<file path="config.mk">
export PLATFORM = sky130hd
export DESIGN_NAME = motor_cmd_frame
export DESIGN_NICKNAME = d
export VERILOG_FILES = /design/src/motor_cmd_pkg.sv /design/src/motor_cmd_frame.sv
export VERILOG_INCLUDE_DIRS = /design/src
export SDC_FILE = /design/constraint.sdc
export NUM_CORES = 1
export LEC_CHECK = 0
export ABC_AREA = 1
export BUFFER_PORTS_ARGS = -buffer_cell sky130_fd_sc_hd__buf_2
export CAP_MARGIN = 0
export CORE_UTILIZATION = 35
export DETAILED_ROUTE_END_ITERATION = 12
export PLACE_DENSITY = 0.52
export SLEW_MARGIN = 30
export SYNTH_ARGS = -nofsm -noshare
export SYNTH_HDL_FRONTEND = slang
export SYNTH_SLANG_ARGS = --single-unit
</file>
<file path="constraint.sdc">
create_clock -name core_clk -period 25.1 [get_ports core_clk]
set_clock_uncertainty 0.1 [all_clocks]
set_input_delay 2.51 -clock core_clk [delete_from_list [all_inputs] [get_ports core_clk]]
set_output_delay 2.51 -clock core_clk [all_outputs]
set_load 0.005 [all_outputs]
</file>
<file path="src/motor_cmd_defs.svh">
// Purpose: constants for the motor command front end
// Assumes: 100 MHz core clock
// Notes: offsets, field positions, reset values and timing counts
`ifndef MOTOR_CMD_DEFS_SVH
`define MOTOR_CMD_DEFS_SVH
`define FRAME_BYTES 4'h8
`define RESP_HEADER 8'h7A
`define FACTORY_ADDR 8'hFF
`define ERR_STATE 32'h00000006
`define ERR_UNKNOWN 32'h00000007
`define OFS_CTRL 8'h00
`define OFS_STATUS 8'h04
`define OFS_CMD 8'h08
`define OFS_RESP 8'h0C
`define OFS_ADDR 8'h10
`define CTRL_SUPPLY 0
`define CTRL_TRIG1 2:1
`define CTRL_TRIG2 4:3
`define CTRL_CLR1 5
`define CTRL_CLR2 6
`define TRIG_FALL 2'h0
`define TRIG_RISE 2'h1
`define GAP_TIMEOUT_US 2000
`define CLK_MHZ 100
`define GAP_CYCLES (`GAP_TIMEOUT_US * `CLK_MHZ)
`endif

</file>
<file path="src/motor_cmd_pkg.sv">
// Purpose: types for the motor command front end
// Assumes: nothing
// Notes: constants live in motor_cmd_defs.svh
package motor_cmd_pkg;
  typedef enum logic [1:0] {
    LINK_RX = 2'b00,
    LINK_EXEC = 2'b01,
    LINK_TX = 2'b11
  } link_state_type;
  typedef struct packed {
    logic [7:0] addr;
    logic [7:0] opcode;
    logic [31:0] data;
  } cmd_type;
  typedef struct packed {
    logic phaseA;
    logic phaseB;
    logic index;
  } encoder_type;
endpackage

</file>
<file path="src/motor_cmd_frame.sv">
// Purpose: 8-byte command frame receiver, responder and limit/encoder inputs
// Assumes: byte link uart outside; inputs synchronous to core_clk
// Notes: instruction execution happens outside, behind the AXI4-Lite registers
`include "motor_cmd_defs.svh"
`timescale 1ns/10ps
`default_nettype none

// How it works
// [RULE1] frames in and out are exactly eight bytes, back to back
// [RULE2] receiving and sending never overlap; one link direction at a time
// [RULE3] transmit only as answer to a host frame, never spontaneously
// [RULE4] matching address and good check byte always get an answer
// [RULE5] answer sent only after execution logic returns its result
// [RULE6] a frame ends only after eight bytes; short frames wait out timeout
// [RULE7] wrong address or check byte: frame dropped, nothing sent
// [RULE8] host waits its own timeout when no answer comes
// [RULE9] device address resets to ff; first setup with single controller
// [RULE10] each limit input has its own trigger mode, changeable anytime
// [RULE11] both limit inputs default to falling edge trigger
// [RULE12] limit signal low when isolated loop conducts, high when open
// [RULE13] user picks rising for light-blocked optics, falling for switches
// [RULE14] second limit or analog input, chosen by build parameter only
// [RULE15] analog mode: 3.3V full scale to max speed, below threshold zero; the code passes the raw sample on with no scaling or threshold
// [RULE16] switched sensor supply follows a dedicated output bit
// [RULE17] encoder phase A, phase B and index on three inputs
// [RULE18] last byte is carry-dropped sum of the first seven
// [RULE19] answer starts with 7a then the own device address
// [RULE20] data is signed 32 bits, least significant byte first
// [RULE21] failed instruction replies error 6 for state, 7 for unknown
// [RULE22] too long a gap between bytes discards a partial frame
module motor_cmd_frame #(
  parameter int GAP_CYCLES = `GAP_CYCLES,
  parameter bit ANALOG_BUILD = 1'b0,
  parameter int ADC_BITS = 12
) (
  // clock and reset
  input wire logic core_clk,
  input wire logic rst,
  // byte link
  input wire logic [7:0] rxByte,
  input wire logic rxValid,
  output logic [7:0] txByte,
  output logic txValid,
  input wire logic txReady,
  // pins
  input wire logic limit_input_one,
  input wire logic limit_input_two,
  input wire logic [ADC_BITS-1:0] analog_speed_input,
  input wire motor_cmd_pkg::encoder_type encoder,
  output logic sensorSupplyOn,
  output logic [ADC_BITS-1:0] analogSpeed,
  output logic limitOneEvent,
  output logic limitTwoEvent,
  // axi4-lite slave
  input wire logic [7:0] s_axi_awaddr,
  input wire logic s_axi_awvalid,
  output logic s_axi_awready,
  input wire logic [31:0] s_axi_wdata,
  input wire logic [3:0] s_axi_wstrb,
  input wire logic s_axi_wvalid,
  output logic s_axi_wready,
  output logic [1:0] s_axi_bresp,
  output logic s_axi_bvalid,
  input wire logic s_axi_bready,
  input wire logic [7:0] s_axi_araddr,
  input wire logic s_axi_arvalid,
  output logic s_axi_arready,
  output logic [31:0] s_axi_rdata,
  output logic [1:0] s_axi_rresp,
  output logic s_axi_rvalid,
  input wire logic s_axi_rready
);
  motor_cmd_pkg::link_state_type state_reg;
  logic [63:0] frame_reg;
  logic [3:0] count_reg;
  logic [31:0] gap_reg;
  logic [7:0] sum_reg;
  logic [7:0] devAddr_reg;
  logic [6:0] ctrl_reg;
  motor_cmd_pkg::cmd_type cmd_reg;
  logic cmdPending_reg;
  logic [31:0] resp_reg;
  logic [63:0] txFrame_reg;
  logic [1:0] lim1_reg;
  logic [1:0] lim2_reg;
  logic flag1_reg;
  logic flag2_reg;
  logic [2:0] enc_reg;
  logic awHeld_reg;
  logic wHeld_reg;
  logic [7:0] awAddr_reg;
  logic [31:0] wData_reg;
  logic [3:0] wStrb_reg;
  logic respWrite;
  logic ctrlWrite;
  logic [7:0] nextSum;
  logic frameOk;
  logic [7:0] respSum;
  logic hit1;
  logic hit2;

  // carry-dropped running sum; byte 8 compared against first seven
  assign nextSum = sum_reg + rxByte; // RULE18
  // byte one is the address; byte zero is the host's header and is not checked
  assign frameOk = (rxByte == sum_reg) && (frame_reg[47:40] == devAddr_reg); // RULE7
  assign respSum = 8'(`RESP_HEADER + devAddr_reg + resp_reg[7:0] + resp_reg[15:8]
    + resp_reg[23:16] + resp_reg[31:24]); // RULE18

  // receive, execute handshake, transmit; one direction at a time
  always_ff @(posedge core_clk or posedge rst) begin
    if (rst) begin
      state_reg <= motor_cmd_pkg::LINK_RX;
      frame_reg <= 64'h0;
      count_reg <= 4'h0;
      gap_reg <= 32'h0;
      sum_reg <= 8'h00;
      cmd_reg <= '0;
      cmdPending_reg <= 1'b0;
      txFrame_reg <= 64'h0;
    end else begin
      case (state_reg)
        motor_cmd_pkg::LINK_RX: begin // RULE2
          if (rxValid) begin
            gap_reg <= 32'h0;
            frame_reg <= {frame_reg[55:0], rxByte};
            if (count_reg == `FRAME_BYTES - 4'h1) begin // RULE1 RULE6
              count_reg <= 4'h0;
              sum_reg <= 8'h00;
              if (frameOk) begin // RULE4
                cmd_reg.addr <= frame_reg[47:40];
                cmd_reg.opcode <= frame_reg[39:32];
                cmd_reg.data <= {frame_reg[7:0], frame_reg[15:8],
                  frame_reg[23:16], frame_reg[31:24]}; // RULE20
                cmdPending_reg <= 1'b1;
                state_reg <= motor_cmd_pkg::LINK_EXEC;
              end
            end else begin
              count_reg <= count_reg + 4'h1;
              sum_reg <= nextSum;
            end
          end else if (count_reg != 4'h0) begin
            if (gap_reg >= 32'(GAP_CYCLES - 1)) begin // RULE22
              count_reg <= 4'h0;
              sum_reg <= 8'h00;
              gap_reg <= 32'h0;
            end else begin
              gap_reg <= gap_reg + 32'h1;
            end
          end
        end
        motor_cmd_pkg::LINK_EXEC: begin // RULE5
          if (respWrite) begin
            cmdPending_reg <= 1'b0;
            state_reg <= motor_cmd_pkg::LINK_TX;
          end
        end
        motor_cmd_pkg::LINK_TX: begin // RULE3
          if (txValid && txReady) begin
            txFrame_reg <= {txFrame_reg[55:0], 8'h00};
            if (count_reg == `FRAME_BYTES - 4'h1) begin
              count_reg <= 4'h0;
              state_reg <= motor_cmd_pkg::LINK_RX;
            end else begin
              count_reg <= count_reg + 4'h1;
            end
          end
        end
        default: state_reg <= motor_cmd_pkg::LINK_RX;
      endcase
      if (state_reg == motor_cmd_pkg::LINK_EXEC && respWrite) begin
        txFrame_reg <= {`RESP_HEADER, devAddr_reg, wData_reg[7:0], wData_reg[15:8],
          wData_reg[23:16], wData_reg[31:24], 8'h00, 8'h00}; // RULE19 RULE20
      end
    end
  end

  // tx byte: check byte substituted in slot eight
  assign txValid = (state_reg == motor_cmd_pkg::LINK_TX); // RULE1
  assign txByte = (count_reg == `FRAME_BYTES - 4'h1) ? respSum : txFrame_reg[63:56];

  // response data latched with the frame
  always_ff @(posedge core_clk or posedge rst) begin
    if (rst) begin
      resp_reg <= 32'h0;
    end else if (state_reg == motor_cmd_pkg::LINK_EXEC && respWrite) begin
      resp_reg <= wData_reg; // RULE21
    end
  end

  // limit inputs: loop conducting gives low; edge chosen per input
  always_ff @(posedge core_clk or posedge rst) begin
    if (rst) begin
      lim1_reg <= 2'b11;
      lim2_reg <= 2'b11;
      enc_reg <= 3'b000;
    end else begin
      lim1_reg <= {lim1_reg[0], limit_input_one}; // RULE12
      lim2_reg <= {lim2_reg[0], ANALOG_BUILD ? 1'b1 : limit_input_two}; // RULE14
      enc_reg <= {encoder.phaseA, encoder.phaseB, encoder.index}; // RULE17
    end
  end

  // trigger mode: 0 falling, 1 rising, 2/3 both edges
  function automatic logic edgeHit(input logic [1:0] s, input logic [1:0] m);
    case (m)
      `TRIG_FALL: edgeHit = s[1] & ~s[0]; // RULE11
      `TRIG_RISE: edgeHit = ~s[1] & s[0]; // RULE13
      default: edgeHit = s[1] ^ s[0];
    endcase
  endfunction
  assign hit1 = edgeHit(lim1_reg, ctrl_reg[`CTRL_TRIG1]); // RULE10
  assign hit2 = edgeHit(lim2_reg, ctrl_reg[`CTRL_TRIG2]); // RULE10
  assign limitOneEvent = flag1_reg;
  assign limitTwoEvent = flag2_reg;

  // sticky limit flags; a new edge wins over the clear
  // clear taken from the write word itself, since the clear bits never stay in ctrl_reg
  always_ff @(posedge core_clk or posedge rst) begin
    if (rst) begin
      flag1_reg <= 1'b0;
      flag2_reg <= 1'b0;
    end else begin
      flag1_reg <= hit1 | (flag1_reg & ~(ctrlWrite & wData_reg[`CTRL_CLR1]));
      flag2_reg <= hit2 | (flag2_reg & ~(ctrlWrite & wData_reg[`CTRL_CLR2]));
    end
  end

  // analog sample passed on only in the analog build; scaling is offline
  always_ff @(posedge core_clk or posedge rst) begin
    if (rst) begin
      analogSpeed <= '0;
    end else begin
      analogSpeed <= ANALOG_BUILD ? analog_speed_input : '0; // RULE15
    end
  end
  assign sensorSupplyOn = ctrl_reg[`CTRL_SUPPLY]; // RULE16

  // axi write: address and data caught in either order
  assign s_axi_awready = ~awHeld_reg & ~s_axi_bvalid;
  assign s_axi_wready = ~wHeld_reg & ~s_axi_bvalid;
  assign respWrite = awHeld_reg && wHeld_reg && !s_axi_bvalid && awAddr_reg == `OFS_RESP;
  assign ctrlWrite = awHeld_reg && wHeld_reg && !s_axi_bvalid && awAddr_reg == `OFS_CTRL
    && wStrb_reg[0];
  always_ff @(posedge core_clk or posedge rst) begin
    if (rst) begin
      awHeld_reg <= 1'b0;
      wHeld_reg <= 1'b0;
      awAddr_reg <= 8'h00;
      wData_reg <= 32'h0;
      wStrb_reg <= 4'h0;
      s_axi_bvalid <= 1'b0;
      s_axi_bresp <= 2'b00;
      ctrl_reg <= 7'h00; // RULE11
      devAddr_reg <= `FACTORY_ADDR; // RULE9
    end else begin
      if (s_axi_awvalid && s_axi_awready) begin
        awHeld_reg <= 1'b1;
        awAddr_reg <= s_axi_awaddr;
      end
      if (s_axi_wvalid && s_axi_wready) begin
        wHeld_reg <= 1'b1;
        wData_reg <= s_axi_wdata;
        wStrb_reg <= s_axi_wstrb;
      end
      if (awHeld_reg && wHeld_reg && !s_axi_bvalid) begin
        awHeld_reg <= 1'b0;
        wHeld_reg <= 1'b0;
        s_axi_bvalid <= 1'b1;
        s_axi_bresp <= 2'b00;
        case (awAddr_reg)
          `OFS_CTRL: if (wStrb_reg[0]) ctrl_reg <= wData_reg[6:0];
          `OFS_ADDR: if (wStrb_reg[0]) devAddr_reg <= wData_reg[7:0];
          `OFS_RESP: ;
          default: s_axi_bresp <= 2'b10;
        endcase
      end else if (s_axi_bvalid && s_axi_bready) begin
        s_axi_bvalid <= 1'b0;
      end
      if (awHeld_reg && wHeld_reg && !s_axi_bvalid && awAddr_reg == `OFS_CTRL) begin
        ctrl_reg[6:5] <= 2'b00; // clear bits are self-clearing strobes
      end
    end
  end

  // axi read
  assign s_axi_arready = ~s_axi_rvalid;
  always_ff @(posedge core_clk or posedge rst) begin
    if (rst) begin
      s_axi_rvalid <= 1'b0;
      s_axi_rdata <= 32'h0;
      s_axi_rresp <= 2'b00;
    end else if (s_axi_arvalid && s_axi_arready) begin
      s_axi_rvalid <= 1'b1;
      s_axi_rresp <= 2'b00;
      case (s_axi_araddr)
        `OFS_CTRL: s_axi_rdata <= {25'h0, ctrl_reg};
        `OFS_STATUS: s_axi_rdata <= {24'h0, enc_reg, flag2_reg, flag1_reg,
          cmdPending_reg, state_reg};
        `OFS_CMD: s_axi_rdata <= cmd_reg.data;
        `OFS_RESP: s_axi_rdata <= {16'h0, cmd_reg.opcode, cmd_reg.addr};
        `OFS_ADDR: s_axi_rdata <= {24'h0, devAddr_reg};
        default: begin
          s_axi_rdata <= 32'h0;
          s_axi_rresp <= 2'b10;
        end
      endcase
    end else if (s_axi_rvalid && s_axi_rready) begin
      s_axi_rvalid <= 1'b0;
    end
  end
endmodule
`default_nettype wire

</file>
==> impl_metrics.ini, run 1 <==
[run_status]
status = finished, final reports clean

[routing]
routed_wirelength_mm = 36.5
drt_iter0_drc = 688
final_antenna_net_count = 0
route.met2.wl_mm = 17.1
drc = 0
vias_per_cell = 4.68
top_layer_used = met5
wl_per_cell_microns = 15.3
wl_met3_mm = 1.36
dr.pass1.iters = 5
drt-met1-wl_mm = 17.2
dr_total_vias = 11197

[sta]
fin_tns_setup_ns = 0
setup_viol = 0
fmax_mhz = 142
fin_crit_ns = 7.04
fin_ws_ns = 18.06
drv_slew = 0
worst_pin_slew_ns = 0.876
slew_headroom_pct = 41.6
final_hold_viol_count = 0
grt_setup_unrepaired = no
fin_crit_sh_pct = 28.0

[yosys]
ys_ff_latch = 326
synth-seq-area-share_pct = 54.1
synthesis.area_sq_um = 15100
synth_ff_type = dfrtp_1
synth_cell_types = 47
synth-warning-count = 0
avgSynthCellArea_sq_um = 8.81
yosysMostFrequentCell = nand2_1
synth.area.top_cells = dfrtp_1, nand2_1, inv_1
synthArstFlopShare_pct = 100
synthCells = 1714
yosysTopAreaCellShare_pct = 52.1
synth_edf_count = 0
synth_top_area_cell = dfrtp_1
synth_common_cells = nand2_1, dfrtp_1, inv_1

[worst_setup_path]
arrival_ns = 4.43
path_max_fanout = 5
cp_slowest_cell = dfstp_2
crit_family = adder cells
end_kind = primary output
start_kind = flop
crit_path_frequent_cell = inv_1
cp_cell_sequence = inv_1 > fa_1 > inv_1 > fa_1 > inv_1 > fa_1 > inv_1 > ha_1 > inv_1 > fa_1 > o21ai_0 > a21oi_1 > xor2_1 > o21ai_0 > buf_2
cp.required_ns = 22.49
critical-path-max-stage-delay_ns = 0.57
crit_type = reg -> out
crit_buf_inv = 6

[run]
drv_cap = 0

[worst_hold_path]
min_path_type = reg -> reg

[floorplan]
start_util_pct = 35.7
pin_count = 151
rows = 75
core-area_sq_um = 42200
die_area_sq_um = 44000
die_w_microns = 210
die_h_microns = 210

[global_routing]
grt.overflow.total = 0
grt_max_degree = 139
grt_pass1_vias = 11404
antenna_found_initial = 2
grt_pass1_wl_mm = 60.3
grt_usage_pct = 17.3

[clock_tree]
htree_levels = 2
numClockSinks = 326
cts_tree = built
clockBufferDepth = 3
clk_latency_ns = 0.55
post_cts_resized = 0
numCtsBuffers = 39
holdBufCountCts = 0
cts.clk_slew.worst_paths_ns = 0.06
cts_root_buffer = clkbuf_16
postCtsSetupBuffers = 0

[layout]
fin_cells = 2394
drive_gt1_share_pct = 14.9
nets = 1957
areaGrowthSynthToFinish_pct = 15.0

[placement]
gp_congestion = 0.808
io_buffers = 121
hpwl_mm = 24.6
numPlacedInstances = 2321
post-place-ws_ns = 18.60

[power_and_ir_drop]
ir_drop_uv = 42.1
power.leakage_nw = 8.70
p_per_area_nw_per_um2 = 78.8
[per-stage QoR]
step | hold slack (ns) | cell area, sq um | util (%) | total power [mW]
global route | 0.280 | 17400 | 41.1 | 1.44
floorplan | 0.263 | 15100 | - | 0.768
global placement | 0.269 | 16100 | 38.1 | 0.824
detailed placement | 0.270 | 16100 | 38.1 | 0.830
CTS | 0.277 | 17300 | 41.1 | 1.39
finish | 0.275 | 17400 | 41.1 | 1.37
[cell usage in the layout (no fill, tap or decap), types with 3 or more instances in the layout]
cell,Yosys,layout
a22oi_1,9,9
nand4_1,15,15
nor3_1,12,12
fa_1,21,21
a21oi_1,56,56
inv_2,13,13
nor2_4,3,3
buf_2,27,121
clkbuf_1,20,15
buf_4,16,8
mux2i_1,5,5
nand2_1,494,492
clkbuf_16,0,40
dfrtp_1,314,314
dfstp_2,12,12
clkinv_2,0,3
xnor2_1,6,6
o21ai_2,10,10
mux2_2,22,22
inv_1,220,219
clkbuf_8,0,11
ha_1,27,27
nand2_2,13,14
o211ai_1,5,5
xor2_1,11,11
nor2_1,98,98
conb_1,1,14
or2_2,4,4
nand3_1,47,47
o21ai_1,57,57
nor2_2,5,5
o21ai_0,139,139
[path summary, 6_finish.rpt]
check | startpoint | cells past startpoint | slack, ns | endpoint
max reg2reg | sum_reg[4]$_DFFE_PP0P_ | 10 | 22.61 | cmd_reg[0]$_DFFE_PP0P_
max in group asynchronous | rst | 4 | 20.86 | enc_reg[2]$_DFF_PP0_
min | lim1_reg[0]$_DFF_PP1_ | 0 | 0.28 | lim1_reg[1]$_DFF_PP1_
min in group asynchronous | rst | 2 | 1.97 | s_axi_bvalid$_DFFE_PP0P_
min reg2reg | lim1_reg[0]$_DFF_PP1_ | 0 | 0.28 | lim1_reg[1]$_DFF_PP1_
max | devAddr_reg[2]$_DFFE_PP1P_ | 15 | 18.06 | txByte[6]
[worst reg2reg max path: cells and delay by family (launching register included)]
family                   cells  cell delay, ns
adder cells (fa/ha/maj)      1            0.33
AND/OR/NAND/NOR              7            1.09
AO/OA/AOI/OAI                1            0.39
flip-flops                   1            0.38
buffers and inverters        1            0.09
[routing by layer]
layer	global-route usage [%]	vias up
li1	-	5585
met5	0	-
met3	2.84	53
met2	28.2	175
met1	23.5	5382
met4	5.44	2
[power breakdown]
| part | internal, mW | leakage, nW | switching (mW) |
|---|---|---|---|
| clock network | 0.328 | 0.613 | 0.223 |
| logic | 0.0721 | 4.06 | 0.123 |
| registers | 0.586 | 4.03 | 0.0363 |
[logic make-up after synthesis]
group                      after synthesis  share of synthesized area, %
DFF                                    326                          54.1
xor gates and xnor gates                17                         0.986
muxes                                   27                          1.97
adders and majority gates               48                          5.02
and+or+nand+nor                        701                          19.0
other                                    1                        0.0248
buffers and inverters                  308                          8.65
AOI/OAI and AO/OA                      286                          10.2
[cell type report]
class,count,area (sq um)
antenna,1,2.50
clock buffer,66,1210
clock inverter,6,47.5
fill,4273,24900
inverter,233,887
multi-input combinational,1093,5680
sequential,326,8170
tap,539,674
timing repair buffer,130,677
(Power assumes the default switching activity.)
==> run 2, diff against run 1 <==
Settings changed: PLACE_DENSITY 0.52 to 0.54.
Clock period 25.1 ns to 6.34 ns, I/O delays scaled along.
==> run 2 against run 1 <==
Compared with the run above:
- cell count fell by 0.13%
- global-route usage fell by 0.21 points
- critical path depth did not move
- first-iteration DRC count rose by 11%
- final area did not move
- clock power rose to 3.9 times the previous value
- flip-flop and latch count did not move
- power rose to 3.9 times the previous value
- critical path type unchanged
- highest routed layer unchanged
==> impl_metrics.ini, run 2 (synthesis results as in run 1) <==
[run_status]
status = finished, final reports clean

[worst_setup_path]
crit_path_frequent_cell = inv_1
cp_slowest_cell = dfstp_2
r2r_end = resp_reg[0]$_DFFE_PP0P_
crit_type = reg -> out
cp_cell_sequence = inv_1 > fa_1 > inv_1 > fa_1 > inv_1 > fa_1 > inv_1 > ha_1 > inv_1 > fa_1 > o21ai_0 > a21oi_1 > xor2_1 > o21ai_0 > buf_2
crit_buf_inv = 6
reg2reg_slack_ns = 3.65
cp.required_ns = 5.61
start_kind = flop
crit_family = adder cells
r2r_start = s_axi_bvalid$_DFFE_PP0P_
path_max_fanout = 5
arrival_ns = 4.41
ff2ff_path_depth = 8
end_kind = primary output
critical-path-max-stage-delay_ns = 0.57

[sta]
slew_headroom_pct = 41.6
worst_pin_slew_ns = 0.875
drv_slew = 0
fin_crit_ns = 5.15
fin_tns_setup_ns = 0
fin_ws_ns = 1.19
fmax_mhz = 194
setup_viol = 0
fin_crit_sh_pct = 81.2
grt_setup_unrepaired = no
final_hold_viol_count = 0

[clock_tree]
clockBufferDepth = 3
cts_tree = built
numClockSinks = 326
numCtsBuffers = 38
clk_latency_ns = 0.55
postCtsSetupBuffers = 0
cts_root_buffer = clkbuf_16
holdBufCountCts = 1
htree_levels = 2
post_cts_resized = 0
cts.clk_slew.worst_paths_ns = 0.06

[global_routing]
grt_usage_pct = 17.1
grt_pass1_vias = 11245
grt_max_degree = 115
grt_pass1_wl_mm = 59.5
grt.overflow.total = 0
antenna_found_initial = 1

[routing]
wl_per_cell_microns = 15.1
vias_per_cell = 4.69
routed_wirelength_mm = 36.0
drt_iter0_drc = 766
dr.pass1.iters = 5
drc = 0
final_antenna_net_count = 0
dr_total_vias = 11212

[layout]
fin_cells = 2391
nets = 1957
final_common_cell = nand2_1
n_antenna_cell = 0
layout_common_cells = nand2_1, dfrtp_1, inv_1
fillers = 4255
areaGrowthSynthToFinish_pct = 15.0
drive_gt1_share_pct = 15.0

[worst_hold_path]
min_delay_path_depth = 1
hold-path-endpoint = enc_reg[1]$_DFF_PP0_
min_path_type = in -> reg
hold_path_startpoint = encoder[1]

[floorplan]
rows = 75
die_h_microns = 210
core-area_sq_um = 42200
start_util_pct = 35.7
die_w_microns = 210
die_area_sq_um = 44000
pin_count = 151

[placement]
io_buffers = 121
gp_congestion = 0.805
post-place-ws_ns = 1.75
hpwl_mm = 24.7
numPlacedInstances = 2321

[power_and_ir_drop]
ir_drop_uv = 171
power.leakage_nw = 8.70
p_per_area_nw_per_um2 = 309

[run]
drv_cap = 0
[run 2: layout make-up]
class	instances	area, sq um	area share (%)
tap	539	674	3.89
multi-input combinational	1093	5680	32.7
clock inverter	10	83.8	0.483
sequential	326	8170	47.1
timing repair buffer	131	719	4.15
inverter	233	878	5.06
clock buffer	59	1140	6.58
[run 2: routing by layer]
layer | track usage, % | vias up | routed length [microns]
li1 | - | 5590 | -
met1 | 23.2 | 5414 | 16800
met2 | 28.0 | 167 | 17100
met3 | 2.74 | 39 | 1420
met4 | 5.26 | 2 | 699
met5 | 0 | - | 8
[run 2: how the worst max path moves through the flow]
stage | startpoint | end | cells after the start
finish | devAddr_reg[2]$_DFFE_PP1P_ | txByte[6] | 15
global route | devAddr_reg[2]$_DFFE_PP1P_ | txByte[6] | 15
CTS | devAddr_reg[2]$_DFFE_PP1P_ | txByte[6] | 15
detailed placement | devAddr_reg[2]$_DFFE_PP1P_ | txByte[6] | 15
global placement | devAddr_reg[2]$_DFFE_PP1P_ | txByte[6] | 15
floorplan | rst | awAddr_reg[0]$_DFFE_PP0P_ | 1
[run 2: power by group]
| group | leakage [nW] | internal (mW) | switching (mW) |
|---|---|---|---|
| combinational | 4.07 | 0.288 | 0.486 |
| clock | 0.598 | 1.25 | 0.882 |
| sequential | 4.03 | 2.32 | 0.144 |
[run 2: per-stage QoR]
| step | hold WS (ns) | area [sq um] | utilization, % | power (mW) |
|---|---|---|---|---|
| 6_report | 0.0973 | 17400 | 41.1 | 5.36 |
| 3_3_place_gp | 0.269 | 16100 | 38.1 | 3.26 |
| 3_5_place_dp | 0.276 | 16100 | 38.2 | 3.29 |
| 4_1_cts | 0.0676 | 17300 | 41.1 | 5.46 |
| 2_1_floorplan | 0.263 | 15100 | - | 3.04 |
| 5_1_grt | 0.0777 | 17400 | 41.1 | 5.69 |
[run 2: worst reg2reg max path, stage by stage, from the launching register on]
cell and delay [ns]:
dfrtp_1 0.41, inv_1 0.08, nand3_1 0.19, nor2_4 0.28
nand3_2 0.09, buf_4 0.32, inv_2 0.77, nand2_1 0.29
nand2_1 0.11
==> run 3, diff against run 2 <==
Settings changed: PLACE_DENSITY 0.54 to 0.52.
Clock period 6.34 ns to 5 ns, I/O delays scaled along.
==> run 3 against run 2 <==
Compared with the run above:
- non-clock buffer count increased by 7
- via count increased by 0.49%
- final area rose by 0.69%
- wire length up 1.4%
- critical path type unchanged
- critical endpoint unchanged
- highest routed layer is now met4
==> impl_metrics.ini, run 3 (synthesis results as in run 1) <==
[clock_tree]
cts_tree = built
cts.clk_slew.worst_paths_ns = 0.06
clockBufferDepth = 3
cts_root_buffer = clkbuf_16
numClockSinks = 326
htree_levels = 2
numCtsBuffers = 39
clk_latency_ns = 0.57

[layout]
nets = 1965
utilization_pct = 41.4
areaGrowthSynthToFinish_pct = 15.8
final_area_sq_um = 17500
drive_gt1_share_pct = 15.0
final_common_cell = nand2_1
n_antenna_cell = 0
layout_common_cells = nand2_1, dfrtp_1, inv_1

[global_routing]
grt_usage_pct = 17.1
grt_pass1_vias = 11438
grt.overflow.total = 0
grt_pass1_wl_mm = 60.0
grt_max_degree = 131
antenna_found_initial = 0

[worst_setup_path]
crit_type = reg -> out
arrival_ns = 4.19
end_kind = primary output
cp_slowest_cell = dfstp_2
crit_path_frequent_cell = inv_1
critical-path-max-stage-delay_ns = 0.54
start_kind = flop
cp_cell_sequence = inv_1 > fa_1 > inv_1 > fa_1 > inv_1 > fa_1 > inv_1 > ha_2 > inv_1 > fa_1 > o21ai_1 > a21oi_1 > xor2_1 > o21ai_0 > buf_2
cp.required_ns = 4.40
path_max_fanout = 3

[run_status]
status = finished, final reports clean

[sta]
final_hold_viol_count = 0
fin_crit_sh_pct = 95.9
fin_crit_ns = 4.79
fin_tns_setup_ns = 0
fmax_mhz = 209
worst_pin_slew_ns = 0.847
drv_slew = 0
setup_viol = 0
slew_headroom_pct = 43.6
grt_setup_unrepaired = no

[routing]
routed_wirelength_mm = 36.5
final_antenna_net_count = 0
drt_iter0_drc = 618
wl_per_cell_microns = 15.2
vias_per_cell = 4.70
dr.pass1.iters = 5
dr_total_vias = 11267
drc = 0

[power_and_ir_drop]
p_per_area_nw_per_um2 = 396
power.leakage_nw = 8.74
ir_drop_uv = 226

[floorplan]
die_area_sq_um = 44000
start_util_pct = 35.7
die_h_microns = 210
rows = 75
pin_count = 151
die_w_microns = 210
core-area_sq_um = 42200

[placement]
gp_congestion = 0.823
io_buffers = 121
hpwl_mm = 24.9
placed_area_sq_um = 16100

[run]
drv_cap = 0

[worst_hold_path]
min_path_type = in -> reg
==> run 3: cell count changes in the layout (fill, tap and decap cells not counted), sizes merged <==
cell         delta
buf             +1
bufinv          +2
clkbuf          -3
clkinv          -1
clkinvlp        +1
dlygate4sd3     +6
==> run 3: worst max-delay path: cells and delay by family (launching register included) <==
family / cells / cell delay, ns
AOI/OAI and AO/OA: 3 / 0.37
xor gates and xnor gates: 1 / 0.16
adders and majority gates: 5 / 2.12
buffers and inverters: 6 / 0.45
DFF: 1 / 0.54
==> run 3: path summary, 6_finish.rpt <==
kind | start | to | slack [ns] | cells after the start
min in group asynchronous | rst | awAddr_reg[6]$_DFFE_PP0P_ | 0.37 | 3
setup / recovery | devAddr_reg[2]$_DFFE_PP1P_ | txByte[6] | 0.21 | 15
max in group asynchronous | rst | enc_reg[2]$_DFF_PP0_ | 3.42 | 4
hold reg to reg | lim1_reg[0]$_DFF_PP1_ | lim1_reg[1]$_DFF_PP1_ | 0.28 | 0
hold / removal | s_axi_rready | s_axi_rvalid$_DFFE_PP0P_ | 0.06 | 2
setup reg to reg | s_axi_bvalid$_DFFE_PP0P_ | resp_reg[10]$_DFFE_PP0P_ | 2.27 | 8
==> run 3: where the power goes <==
part | total [mW] | switching [mW] | internal, mW
clock | 2.80 | 1.14 | 1.66
sequential | 3.12 | 0.179 | 2.94
combinational | 0.994 | 0.624 | 0.370
==> run 3: what timing repair did <==
action                                  CTS  global route
hold buffers                              7             0
setup buffers                             0             1
endpoints found under the hold margin    13             0
resized for setup                         0             2
endpoints found under the setup margin    0             1
==> run 3: cell type report <==
class                           instances  area [sq um]
Sequential cell                       326          8170
Tap cell                              539           674
Clock buffer                           56          1110
Inverter                              233           878
Multi-Input combinational cell       1093          5690
Timing Repair Buffer                  138           788
Fill cell                            4267         24800
Clock inverter                         12           161
==> run 3: metrics by stage <==
| stage | hold slack [ns] | instances | setup WS [ns] | power (mW) |
|---|---|---|---|---|
| floorplan | 0.263 | 1727 | 0.0591 | 3.86 |
| global route | 0.0551 | 2397 | 0.0152 | 7.30 |
| global placement | 0.268 | 2321 | 0.676 | 4.15 |
| finish | 0.0554 | 2397 | 0.206 | 6.91 |
| detailed placement | 0.275 | 2321 | 0.669 | 4.18 |
| CTS | 0.0345 | 2396 | 0.0463 | 7.04 |
==> run 3: metal layers <==
| layer | share of wire [%] | track usage [%] | wire length (microns) | vias to the layer above |
|---|---|---|---|---|
| met4 | 2.3 | 5.59 | 833 | 0 |
| met2 | 47 | 28.3 | 17300 | 171 |
| met1 | 47 | 23.0 | 17100 | 5438 |
| met5 | 0 | 0 | 0 | - |
| li1 | - | - | - | 5607 |
| met3 | 3.7 | 2.65 | 1340 | 51 |
